===== config.mk =====
export PLATFORM = sky130hd
export DESIGN_NAME = data_space
export DESIGN_NICKNAME = d
export VERILOG_FILES = /design/src/inc/data_space_pkg.sv /design/src/hdl/data_space.sv
export SDC_FILE = /design/constraint.sdc
export NUM_CORES = 2
export LEC_CHECK = 0
export BUFFER_PORTS_ARGS = -buffer_cell sky130_fd_sc_hd__buf_2
export CORE_UTILIZATION = 48
export DETAILED_ROUTE_END_ITERATION = 10
export REMOVE_ABC_BUFFERS = 1
export SLEW_MARGIN = 25
export SYNTH_ARGS = -nofsm -noshare
export SYNTH_HDL_FRONTEND = slang
export SYNTH_SLANG_ARGS = --single-unit

===== constraint.sdc =====
create_clock -name ref_clk -period 9.7 [get_ports ref_clk]
set_clock_uncertainty 0.2 [all_clocks]
set_input_delay 0.485 -clock ref_clk [delete_from_list [all_inputs] [get_ports ref_clk]]
set_output_delay 0.485 -clock ref_clk [all_outputs]
set_load 0.05 [all_outputs]

===== src/inc/data_space_pkg.sv =====
package data_space_pkg;

    // Address space layout
    localparam logic [7:0] SFR_BASE        = 8'h80;
    localparam logic [7:0] BIT_ZONE_BASE   = 8'h20;
    localparam int         RAM_DEPTH       = 256;
    localparam int         BANK_SHIFT      = 3;

    // Special function register offsets
    localparam logic [7:0] PORT0_ADDR      = 8'h80;
    localparam logic [7:0] SP_ADDR         = 8'h81;
    localparam logic [7:0] DPL0_ADDR       = 8'h82;
    localparam logic [7:0] DPH0_ADDR       = 8'h83;
    localparam logic [7:0] PTR2_LO_ADDR    = 8'h84;
    localparam logic [7:0] PTR2_HI_ADDR    = 8'h85;
    localparam logic [7:0] PSEL_ADDR       = 8'h86;
    localparam logic [7:0] PORT1_ADDR      = 8'h90;
    localparam logic [7:0] PORT2_ADDR      = 8'hA0;
    localparam logic [7:0] PORT3_ADDR      = 8'hB0;
    localparam logic [7:0] PSW_ADDR        = 8'hD0;
    localparam logic [7:0] ACC_ADDR        = 8'hE0;
    localparam logic [7:0] BREG_ADDR       = 8'hF0;

    // Reset values and the read value of unimplemented registers
    localparam logic [7:0] SP_RESET        = 8'h07;
    localparam logic [7:0] ZERO_RESET      = 8'h00;
    localparam logic [7:0] UNIMPL_READ     = 8'hFF;

    // Field positions
    localparam int         PSEL_BIT        = 0;
    localparam int         PSW_BANK_LSB    = 3;
    localparam int         PSW_PARITY      = 0;

    // Access kinds presented by the execution unit
    typedef enum logic [2:0] {
        ACC_NONE,
        ACC_DIRECT,
        ACC_INDIRECT,
        ACC_BIT,
        ACC_PUSH,
        ACC_POP
    } access_kind_e;

endpackage : data_space_pkg


===== src/hdl/data_space.sv =====
`timescale 1ns/1ps
// Contract
// - Core holds a 256-byte scratchpad memory of 8-bit bytes.
// - Addresses 80h-FFh reach special registers by direct access only.
// - Indirect access always hits scratchpad; direct below 80h too.
// - Bytes 00h-1Fh are four register banks; status bits pick one.
// - Working registers zero and one of active bank act as pointers.
// - Bytes 20h-2Fh are bit addressable; bit n sits in byte 20h+n/8.
// - Special registers at addresses ending 0 or 8 allow bit writes.
// - Bit versus byte access decided by instruction kind only.
// - Push increments pointer then writes; pop reads then decrements.
// - Stack pointer at 81h resets to 07h, freely read and written.
// - Calls and interrupt entries push return address via stack pointer.
// - Stack may start anywhere software sets; depth limited by memory.
// - Unimplemented special registers read as ones; select register bits 7:1 read zero.
// - Unused special addresses are exported to user logic.
// - Port registers 80h, 90h, A0h, B0h are served by user logic.
// - Primary pointer low byte at 82h resets 00h, free access.
// - Primary pointer high byte at 83h resets 00h, free access.
// - Select bit 0 set makes pointer instructions use second pair.
// - Second pair is plain storage when not selected.
// - External data moves take address from active 16-bit pointer.
// - Code fetches address a separate 64K program space.
// - Secondary operand register feeds multiply and divide, else storage.
// - Status word holds carry, aux carry, overflow, parity, flags, bank.
// - Stack pointer and pointer bytes need no protection sequence.
// - Second pointer high byte at 85h resets 00h, free access.
// - Select register at 86h resets 00h; bits 7:1 read zero.
module data_space (
    input  wire logic                       ref_clk,
    input  wire logic                       rst_b,
    input  wire data_space_pkg::access_kind_e acc_kind,
    input  wire logic                       acc_write,
    input  wire logic [7:0]                 acc_addr,
    input  wire logic                       acc_use_reg,
    input  wire logic                       acc_reg_sel,
    input  wire logic [2:0]                 acc_bit_sel,
    input  wire logic [7:0]                 acc_wdata,
    input  wire logic                       acc_bit_wval,
    input  wire logic [7:0]                 alu_psw_in,
    input  wire logic                       alu_psw_we,
    input  wire logic [7:0]                 alu_acc_in,
    input  wire logic                       alu_acc_we,
    input  wire logic                       active_data_pointer_inc,
    input  wire logic [15:0]                pc_in,
    input  wire logic [7:0]                 ext_sfr_rdata,
    input  wire logic                       ext_sfr_hit,
    output logic [7:0]                      rdata,
    output logic                            rbit,
    output logic [15:0]                     xdata_addr,
    output logic [15:0]                     code_addr,
    output logic [7:0]                      mul_operand,
    output logic [7:0]                      acc_value,
    output logic [7:0]                      psw_value,
    output logic                            ext_sfr_req,
    output logic                            ext_sfr_we,
    output logic [7:0]                      ext_sfr_addr,
    output logic [7:0]                      ext_sfr_wdata
);
    import data_space_pkg::*;

    ////////////////////////////////////////////////////////////////////////
    // Storage
    logic [7:0]  scratch_mem [RAM_DEPTH];
    logic [7:0]  stack_top_pointer_ff;
    logic [7:0]  data_pointer_low_primary_ff;
    logic [7:0]  data_pointer_high_primary_ff;
    logic [7:0]  data_pointer_low_secondary_ff;
    logic [7:0]  data_pointer_high_secondary_ff;
    logic        pointer_select_ff;
    logic [7:0]  program_status_word_ff;
    logic [7:0]  accumulator_register_ff;
    logic [7:0]  operand_b_ff;

    logic [7:0]  bank_base;
    logic [7:0]  ind_ptr;
    logic [7:0]  ram_addr;
    logic        ram_sel;
    logic        sfr_sel;
    logic        sfr_internal;
    logic [7:0]  sfr_addr;
    logic [7:0]  sfr_rd;
    logic [7:0]  byte_rd;
    logic [7:0]  nxt_byte;
    logic        is_write;
    logic        bit_ok;
    logic [7:0]  sp_plus;
    logic [15:0] active_data_pointer;

    ////////////////////////////////////////////////////////////////////////
    // Address decode

    // Bank base is n*8, pointer register picked from the active bank
    assign bank_base = {3'h0, program_status_word_ff[PSW_BANK_LSB +: 2], 3'h0};
    assign ind_ptr   = scratch_mem[bank_base | {7'h00, acc_reg_sel}];
    assign sp_plus   = stack_top_pointer_ff + 8'h01;

    // Target byte: picked by the access kind; direct and bit kinds also split on address bit 7
    always_comb begin
        ram_addr = acc_addr;
        sfr_addr = acc_addr;
        ram_sel  = 1'b0;
        sfr_sel  = 1'b0;
        bit_ok   = 1'b1;
        case (acc_kind)
            ACC_DIRECT: begin
                if (acc_use_reg) begin
                    ram_addr = bank_base | {5'h00, acc_bit_sel};
                    ram_sel  = 1'b1;
                end else if (acc_addr >= SFR_BASE) begin
                    sfr_sel = 1'b1;
                end else begin
                    ram_sel = 1'b1;
                end
            end
            ACC_INDIRECT: begin
                ram_addr = ind_ptr;
                ram_sel  = 1'b1;
            end
            ACC_BIT: begin
                if (acc_addr[7]) begin
                    sfr_addr = {acc_addr[7:3], 3'h0};
                    sfr_sel  = 1'b1;
                end else begin
                    ram_addr = BIT_ZONE_BASE + {4'h0, acc_addr[6:3]};
                    ram_sel  = 1'b1;
                end
            end
            ACC_PUSH: begin
                ram_addr = sp_plus;
                ram_sel  = 1'b1;
            end
            ACC_POP: begin
                ram_addr = stack_top_pointer_ff;
                ram_sel  = 1'b1;
            end
            default: begin
                bit_ok = 1'b0;
            end
        endcase
    end

    // Internal special registers; the rest go out to user logic
    always_comb begin
        sfr_internal = 1'b1;
        sfr_rd       = UNIMPL_READ;
        case (sfr_addr)
            SP_ADDR:   sfr_rd = stack_top_pointer_ff;
            DPL0_ADDR: sfr_rd = data_pointer_low_primary_ff;
            DPH0_ADDR: sfr_rd = data_pointer_high_primary_ff;
            PTR2_LO_ADDR: sfr_rd = data_pointer_low_secondary_ff;
            PTR2_HI_ADDR: sfr_rd = data_pointer_high_secondary_ff;
            PSEL_ADDR: sfr_rd = {7'h00, pointer_select_ff};
            PSW_ADDR:  sfr_rd = program_status_word_ff;
            ACC_ADDR:  sfr_rd = accumulator_register_ff;
            BREG_ADDR: sfr_rd = operand_b_ff;
            default: begin
                sfr_internal = 1'b0;
                sfr_rd       = ext_sfr_hit ? ext_sfr_rdata : UNIMPL_READ;
            end
        endcase
    end

    // Byte being read, and the merged byte for writes
    assign byte_rd  = ram_sel ? scratch_mem[ram_addr] : sfr_rd;
    assign is_write = acc_write && bit_ok;
    always_comb begin
        nxt_byte = acc_wdata;
        if (acc_kind == ACC_BIT) begin
            nxt_byte = byte_rd;
            nxt_byte[acc_bit_sel] = acc_bit_wval;
        end
    end

    ////////////////////////////////////////////////////////////////////////
    // Scratchpad memory, no reset so it maps to a RAM
    always_ff @(posedge ref_clk) begin
        if (ram_sel && (is_write || acc_kind == ACC_PUSH)) begin
            scratch_mem[ram_addr] <= (acc_kind == ACC_PUSH) ? acc_wdata : nxt_byte;
        end
    end

    ////////////////////////////////////////////////////////////////////////
    // Stack pointer: anywhere software puts it, wraps inside the memory
    always_ff @(posedge ref_clk) begin
        if (!rst_b) begin
            stack_top_pointer_ff <= SP_RESET;
        end else if (acc_kind == ACC_PUSH) begin
            stack_top_pointer_ff <= sp_plus;
        end else if (acc_kind == ACC_POP) begin
            stack_top_pointer_ff <= stack_top_pointer_ff - 8'h01;
        end else if (sfr_sel && is_write && sfr_addr == SP_ADDR) begin
            stack_top_pointer_ff <= nxt_byte;
        end
    end

    // Data pointers; increment applies only to the active pair
    always_ff @(posedge ref_clk) begin
        if (!rst_b) begin
            data_pointer_low_primary_ff    <= ZERO_RESET;
            data_pointer_high_primary_ff   <= ZERO_RESET;
            data_pointer_low_secondary_ff  <= ZERO_RESET;
            data_pointer_high_secondary_ff <= ZERO_RESET;
            pointer_select_ff              <= 1'b0;
        end else if (active_data_pointer_inc) begin
            if (pointer_select_ff) begin
                {data_pointer_high_secondary_ff, data_pointer_low_secondary_ff} <=
                    active_data_pointer + 16'h0001;
            end else begin
                {data_pointer_high_primary_ff, data_pointer_low_primary_ff} <=
                    active_data_pointer + 16'h0001;
            end
        end else if (sfr_sel && is_write) begin
            // Plain storage whatever the select bit says
            case (sfr_addr)
                DPL0_ADDR: data_pointer_low_primary_ff    <= nxt_byte;
                DPH0_ADDR: data_pointer_high_primary_ff   <= nxt_byte;
                PTR2_LO_ADDR: data_pointer_low_secondary_ff  <= nxt_byte;
                PTR2_HI_ADDR: data_pointer_high_secondary_ff <= nxt_byte;
                PSEL_ADDR: pointer_select_ff              <= nxt_byte[PSEL_BIT];
                default: ;
            endcase
        end
    end

    // Status word: software write wins over the ALU update in the same cycle
    always_ff @(posedge ref_clk) begin
        if (!rst_b) begin
            program_status_word_ff <= ZERO_RESET;
        end else if (sfr_sel && is_write && sfr_addr == PSW_ADDR) begin
            program_status_word_ff <= nxt_byte;
        end else if (alu_psw_we) begin
            program_status_word_ff <= alu_psw_in;
        end
    end

    // Accumulator and secondary operand register
    always_ff @(posedge ref_clk) begin
        if (!rst_b) begin
            accumulator_register_ff <= ZERO_RESET;
            operand_b_ff            <= ZERO_RESET;
        end else begin
            if (sfr_sel && is_write && sfr_addr == ACC_ADDR) begin
                accumulator_register_ff <= nxt_byte;
            end else if (alu_acc_we) begin
                accumulator_register_ff <= alu_acc_in;
            end
            if (sfr_sel && is_write && sfr_addr == BREG_ADDR) begin
                operand_b_ff <= nxt_byte;
            end
        end
    end

    ////////////////////////////////////////////////////////////////////////
    // Registered outputs
    assign active_data_pointer = pointer_select_ff ?
        {data_pointer_high_secondary_ff, data_pointer_low_secondary_ff} :
        {data_pointer_high_primary_ff, data_pointer_low_primary_ff};

    // Read data and external strobes land one cycle after the request
    always_ff @(posedge ref_clk) begin
        if (!rst_b) begin
            rdata         <= ZERO_RESET;
            rbit          <= 1'b0;
            ext_sfr_req   <= 1'b0;
            ext_sfr_we    <= 1'b0;
            ext_sfr_addr  <= ZERO_RESET;
            ext_sfr_wdata <= ZERO_RESET;
        end else begin
            rdata         <= byte_rd;
            rbit          <= byte_rd[acc_bit_sel];
            ext_sfr_req   <= sfr_sel && !sfr_internal;
            ext_sfr_we    <= sfr_sel && !sfr_internal && is_write;
            ext_sfr_addr  <= sfr_addr;
            ext_sfr_wdata <= nxt_byte;
        end
    end

    // Pointer and operand views for the rest of the core
    always_ff @(posedge ref_clk) begin
        if (!rst_b) begin
            xdata_addr  <= 16'h0000;
            code_addr   <= 16'h0000;
            mul_operand <= ZERO_RESET;
            acc_value   <= ZERO_RESET;
            psw_value   <= ZERO_RESET;
        end else begin
            xdata_addr  <= active_data_pointer;
            code_addr   <= pc_in;
            mul_operand <= operand_b_ff;
            acc_value   <= accumulator_register_ff;
            psw_value   <= program_status_word_ff;
        end
    end

    ////////////////////////////////////////////////////////////////////////
    // Checks
    sp_reset_val_a: assert property (@(posedge ref_clk) !rst_b |=> stack_top_pointer_ff == 8'h07)
        else $error("stack pointer reset value wrong");
    push_order_a: assert property (@(posedge ref_clk) disable iff (!rst_b)
        acc_kind == ACC_PUSH |=> stack_top_pointer_ff == $past(stack_top_pointer_ff) + 8'h01
            && scratch_mem[stack_top_pointer_ff] == $past(acc_wdata))
        else $error("push order wrong");
    pop_order_a: assert property (@(posedge ref_clk) disable iff (!rst_b)
        acc_kind == ACC_POP |=> rdata == $past(scratch_mem[stack_top_pointer_ff])
            && stack_top_pointer_ff == $past(stack_top_pointer_ff) - 8'h01)
        else $error("pop order wrong");
    sfr_direct_a: assert property (@(posedge ref_clk) disable iff (!rst_b)
        acc_kind == ACC_INDIRECT |-> !sfr_sel && ram_addr == ind_ptr)
        else $error("indirect access reached special register");
    bank_base_a: assert property (@(posedge ref_clk) disable iff (!rst_b)
        acc_kind == ACC_DIRECT && acc_use_reg |-> ram_addr[7:5] == 3'h0
            && ram_addr[4:3] == program_status_word_ff[4:3])
        else $error("bank base wrong");
    bit_zone_a: assert property (@(posedge ref_clk) disable iff (!rst_b)
        acc_kind == ACC_BIT && !acc_addr[7] |-> ram_addr == 8'h20 + {4'h0, acc_addr[6:3]})
        else $error("bit zone mapping wrong");
    ptr_select_a: assert property (@(posedge ref_clk) disable iff (!rst_b)
        pointer_select_ff && !active_data_pointer_inc && !(sfr_sel && is_write) |=>
            xdata_addr == $past({data_pointer_high_secondary_ff,
                                 data_pointer_low_secondary_ff}))
        else $error("active pointer select wrong");
    port_export_a: assert property (@(posedge ref_clk) disable iff (!rst_b)
        sfr_sel && sfr_addr[3:0] == 4'h0 && sfr_addr[7:6] == 2'b10 |=> ext_sfr_req)
        else $error("port access not exported");
    unimpl_ones_a: assert property (@(posedge ref_clk) disable iff (!rst_b)
        sfr_sel && !sfr_internal && !ext_sfr_hit |=> rdata == 8'hFF)
        else $error("unimplemented read not all ones");
    psel_zero_a: assert property (@(posedge ref_clk) disable iff (!rst_b)
        sfr_sel && sfr_addr == 8'h86 |=> rdata[7:1] == 7'h00)
        else $error("select reserved bits not zero");

    push_pop_c: cover property (@(posedge ref_clk) disable iff (!rst_b)
        acc_kind == ACC_PUSH ##1 acc_kind == ACC_POP);
    bit_sfr_c: cover property (@(posedge ref_clk) disable iff (!rst_b)
        acc_kind == ACC_BIT && acc_addr[7] && is_write);
    second_ptr_c: cover property (@(posedge ref_clk) disable iff (!rst_b)
        pointer_select_ff && active_data_pointer_inc);
    export_c: cover property (@(posedge ref_clk) disable iff (!rst_b) ext_sfr_we);

endmodule : data_space


# Word-level counts from Yosys, hierarchy flattened
# Memory sizes are Yosys's and may differ from the RTL's.
# Index checks and enable logic that the tools add are counted.
op_classes:
  bitwise_logic: 3
  n_mux: 51
  reduce_logical: 28
  addsub: 4
  eq_ne: 16
  n_lt_le_gt_ge: 3
op_table:
  columns: ["cell", "count"]
  rows:
  - ["2-to-1 mux 8 bit", 31]
  - ["equality test 8 bit (second input constant)", 9]
  - ["one-hot mux 8 bit (9 select lines)", 1]
  - ["one-hot mux 8 bit (5 select lines)", 1]
  - ["adder 16 x 1 -> 16 bit (second input constant)", 1]
  - ["2-to-1 mux 16 bit", 1]
  - ["AND reduction 3 bit", 5]
  - ["nonzero test 2 bit", 7]
  - ["2-to-1 mux 1 bit", 12]
  - ["logical AND 1 bit", 10]
  - ["OR reduction 9 bit", 1]
  - ["adder 8 x 1 -> 8 bit (second input constant)", 1]
  - ["bitwise mux 8 bit", 1]
  - ["greater-or-equal comparator 8 bit (second input constant)", 1]
  - ["subtractor 8 x 1 -> 8 bit (second input constant)", 1]
  - ["adder 6 x 4 -> 7 bit (first input constant)", 1]
  - ["equality test 3 x 2 -> 1 bit (second input constant)", 2]
  - ["equality test 3 bit (second input constant)", 2]
  - ["bitwise OR 5 x 1 -> 5 bit", 1]
  - ["bitwise OR 5 x 3 -> 5 bit", 1]
  - ["OR reduction 5 bit", 1]
  - ["less-than comparator 3 x 4 -> 1 bit (second input constant)", 1]
  - ["binary-select mux 1 bit (select 3 bit)", 1]
  - ["demux 1 bit (select 3 bit)", 1]
  - ["other kinds (11)", 11]
totals:
  register_bits: 148
  mem_count: 1
  in_bits: 72
  ramBits: 2048
  elab_cells: 126
mem_list:
  columns: ["memory", "words", "word_bits", "rd", "rd_clocked_by_memory_dff", "wr", "line_no", "text"]
  rows:
  - ["scratch_mem", 256, 8, 2, 0, 1, "data_space.sv:64", "logic [7:0] scratch_mem [RAM_DEPTH];"]

# Logic depth before layout (Yosys ltp)
depth:
  depth_word: 10
  depth_mapped: 23
  depth_no_buf: 16

# Worst setup path after synthesis
# No wires, ideal clock.
synth_timing:
  path_type: "reg-to-reg"
  startpoint: "reg stack_top_pointer_ff[0]"
  endpoint: "mem scratch_mem[0][6], data pin"
  t_arrival_ps: 7155
  path_buffers: 6
  setup_time_ps: 951
  path_stages_with_launch: 20
  period_less_slack_ps: 8306
  slack_ps: 1394
  t_required_ps: 8549
  path_cell_list: "dfxtp_1 > clkbuf_1 > inv_1 > ha_1 > inv_1 > a221oi_2 > nor3_2 > o211ai_2 > buf_6 > buf_4 > buf_4 > buf_2 > buf_4 > nand2_1 > a31oi_1 > nand3_1 > o211ai_1 > nor4_2 > a32o_2 > o21ai_2"
synth_between:
  elab_chain_len: 7
synth_rtl:
  columns: ["item", "line_no", "text"]
  rows:
  - ["start, declared", "data_space.sv:65", "logic [7:0] stack_top_pointer_ff;"]
  - ["start signal, assigned", "data_space.sv:189", "stack_top_pointer_ff <= sp_plus;"]
  - ["start signal, assigned", "data_space.sv:191", "stack_top_pointer_ff <= stack_top_pointer_ff - 8'h01;"]
  - ["start signal, assigned", "data_space.sv:193", "stack_top_pointer_ff <= nxt_byte;"]
  - ["adder 8 x 1 -> 8 bit", "data_space.sv:96", "assign sp_plus = stack_top_pointer_ff + 8'h01;"]
  - ["one-hot mux 8 bit (5 select lines) *", "data_space.sv:105", "case (acc_kind)"]
  - ["memory read (256 x 8 bit) *", null, null]
  - ["2-to-1 mux 8 bit *", "data_space.sv:165", "assign byte_rd = ram_sel ? scratch_mem[ram_addr] : sfr_rd;"]
  - ["bitwise mux 8 bit *", "data_space.sv:171", "nxt_byte[acc_bit_sel] = acc_bit_wval;"]
  - ["2-to-1 mux 8 bit *", "data_space.sv:169", "if (acc_kind == ACC_BIT) begin"]
  - ["2-to-1 mux 8 bit *", "data_space.sv:179", "scratch_mem[ram_addr] <= (acc_kind == ACC_PUSH) ? acc_wdata : nxt_byte;"]
  - ["end, declared", "data_space.sv:64", null]
# Every way passes the cells marked *; elsewhere a longest branch is shown, timed or not.

# Final worst setup path
layout_timing:
  startpoint: "reg program_status_word_ff[4]"
  endpoint: "mem scratch_mem[84][0], data pin"
layout_between:
  elab_chain_len: 8
layout_rtl:
  columns: ["item", "line_no", "text"]
  rows:
  - ["start, declared", "data_space.sv:71", "logic [7:0] program_status_word_ff;"]
  - ["start signal, assigned", "data_space.sv:231", "program_status_word_ff <= nxt_byte;"]
  - ["start signal, assigned", "data_space.sv:233", "program_status_word_ff <= alu_psw_in;"]
  - ["bitwise OR 5 x 1 -> 5 bit or bitwise OR 5 x 3 -> 5 bit (tied branches)", "data_space.sv:95, data_space.sv:108", null]
  - ["memory read (256 x 8 bit) or 2-to-1 mux 8 bit (tied branches)", null, null]
  - ["one-hot mux 8 bit (5 select lines) *", "data_space.sv:105", null]
  - ["memory read (256 x 8 bit)", null, null]
  - ["2-to-1 mux 8 bit *", "data_space.sv:165", null]
  - ["bitwise mux 8 bit *", "data_space.sv:171", null]
  - ["2-to-1 mux 8 bit *", "data_space.sv:169", null]
  - ["2-to-1 mux 8 bit *", "data_space.sv:179", null]
# Marked as above.

==> impl_metrics.toml <==
[run_status]
outcome = "complete, no violations"

[yosys]
avgSynthCellArea_um2 = 14.32
synth_top_cell_by_area = "edfxtp_1"
synth-main-ff-cell = "edfxtp_1"
netlist_top_cells_area = "edfxtp_1 (68%), mux2i_1 (4.9%), nand2_1 (4.5%)"
synth-edff-count = 2048
yosysTopAreaCellShare = 0.6847
yosysMostFrequentCell = "edfxtp_1"
synth_cell_types = 101
yosys_warnings = 0
yosys_register_bits = 2196
syn_area_um2 = 89820
ys_seq_area_frac = 0.7177
synth_cells = 6273
async_flop_share = 0
ys_top_cells_by_count = "edfxtp_1 (2048), nand2_1 (1066), mux2i_1 (436)"

[route]
drc = 0
ant_nets = 0
firstDrtPassIters = 8
post_drt_via_cell_ratio = 6.477
vias = 59560
routed_wl_um = 312300
post_drt_wl_per_cell_um = 33.96
initialDrtViolationCount = 9685

[sta]
hold_viol = 0
finalWorstSetupSlack_ps = 1298
whs_ps = 76.45
fmax_ghz = 0.1190
fin_crit_ps = 8402
setup_violations = 0
tightest_slew_ps = 1283
rsz0062_at_grt = "no"
relSlewSlack = 0.1418
tns_ps = 0
slew_violations = 0
period_share = 0.8662

[critical_path]
crit_cells = 17
r2r-end = "scratch_mem[84][0]"
crit_end = "scratch_mem[84][0]"
critPathSlowestCell = "a2111oi_0"
crit_start = "program_status_word_ff[4]"
r2r_slack_ps = 1300
max_stage_delay_ps = 900
cp_cell_sequence = "nor2b_1, a22oi_1, nand4_1, and3_4, buf_12, buf_12, buf_4, mux2i_1, mux2i_1, mux2i_1, o22ai_1, a2111oi_0, and4_1, a22oi_1, o21ai_1, inv_8, buf_4"
critPathCaptureType = "register"
timing.setup.critical_path_class = "reg2reg"
path_common_cell = "mux2i_1"
critical_path_required_ps = 10050
path_buf_inv = 5
crit_path_max_fanout = 101
worstPathArrival_ps = 8750
crit_family = "simple AND/OR/NAND/NOR gates"
crit_path_start_kind = "register"
reg2reg_depth = 17
r2r-start = "program_status_word_ff[4]"

[floorplan]
fp.dieArea_um2 = 188900
start_util = 0.4839
core_um2 = 185600
io_pins = 155
die_h_um = 434.6
core.rowCount = 158
die_x_um = 434.6

[layout]
nets = 6593
fill_cells = 14794
drive_gt1_frac = 0.1405
syn2layout_area_growth_pct = 13.16
multi_input_area_um2 = 23200
largest_register_ffs = 2048
largestRegisters = "scratch_mem: 2048 flops, code_addr: 16 flops, xdata_addr: 16 flops"
largest-register = "scratch_mem"
register_area_um2 = 64460
final_util = 0.5475

[grt]
grt_max_degree = 108
grt_antenna_before_repair = 13
grt_pass1_vias = 55075
globalRoute.totalOverflow = 0
grt_first_pass_wirelength_um = 431000
track_usage = 0.3270

[placement]
place_ws_ps = 1049
io_buffers = 154
post-dp-hpwl_um = 196000
routabilityCongestion = 0.9454

[hold_path]
hp-class = "in2reg"
hold_start = "alu_psw_we"

[cts]
clkTransAtPathRegs_ps = 60
cts_buffers = 221
clkLatencyLatePin_ps = 900
cts_tree = "yes"
clock_sinks = 2196
cts_setup_buffers = 0
htreeDepth = 4
hold_buffers = 82
cts_resized = 0
clockRootBuffer = "clkbuf_16"
cts_buffer_depth = 3

[power]
p_leak_uw = 0.03417
power.share.sequential = 0.480
power.density_nw_per_um2 = 216.2
p_int_uw = 15970
clkPwrFrac = 0.383
switching_power_uw = 6005
pwr-share-comb = 0.137
max-vdd-ir-drop_uv = 166.0
p_sw_frac = 0.2733

[job]
cap_violations = 0
==> layout by cell type (no fill, tap or decap), drive strengths merged, types with 66 or more instances in the layout <==
cell type    instances
and2                71
o21ai               91
nand3              389
mux4               118
dlygate4sd3         82
buf                361
nor3                66
nor2               406
dfxtp              148
a21oi              225
edfxtp            2048
nand4               81
mux2i              436
nand2             1067
clkbuf             283
clkinv             102
==> cells by family after synthesis <==
| kind of cell | Yosys count | synth area share |
|---|---|---|
| AOI/OAI and AO/OA | 780 | 0.05934 |
| DFF | 2196 | 0.7177 |
| and+or+nand+nor | 2244 | 0.1110 |
| adders and majority gates | 3 | 0.0004180 |
| muxes | 587 | 0.08232 |
| xor gates and xnor gates | 15 | 0.001463 |
| buffers and inverters | 448 | 0.02778 |
==> area by class of cell <==
type,instances,share of cell area
flip-flops and latches,2196,0.6342
clock buffers,283,0.05717
diodes,11,0.0002708
inverters,27,0.001293
repair buffers,443,0.03561
well taps,2480,0.03053
multi-input cells,3629,0.2283
clock inverters,127,0.01258
==> worst min-delay path, delay by kind of cell <==
family / cells / cell delay (ps)
buffers and inverters: 1 / 200
AOI/OAI and AO/OA: 2 / 380
==> worst min path at each step <==
stage / end / slack, ps / cells past startpoint
CTS: program_status_word_ff[3] / 5 / 3
detailed placement: data_pointer_high_primary_ff[5] / 260 / 2
finish: program_status_word_ff[3] / 80 / 3
global route: accumulator_register_ff[0] / 80 / 4
global placement: data_pointer_high_primary_ff[5] / 260 / 2
floorplan: acc_value[1] / 240 / 1
==> stage by stage <==
step           total power, µW  cells  instance area, µm²
2_1_floorplan            13240   5852               87420
3_3_place_gp             13600   8690               93530
3_5_place_dp             13630   8690               93600
4_1_cts                  21900   9182              101500
5_1_grt                  22400   9185              101600
6_report                 21970   9196              101600
==> power by group through the flow <==
stage / clock (µW) / combinational [µW] / sequential [µW]
after floorplan: 0 / 2380 / 10900
final: 8410 / 3020 / 10500
after detailed placement: 0 / 2890 / 10700
after global routing: 8780 / 3080 / 10500
after CTS: 8440 / 2920 / 10500
after global placement: 0 / 2860 / 10700
==> per-layer routing <==
metal / wire, µm / global-route usage
met5: 65 / 0
met4: 19320 / 0.1804
met3: 38580 / 0.08613
met2: 136300 / 0.4793
met1: 118000 / 0.4446
Power figures use the tool's default switching activity.
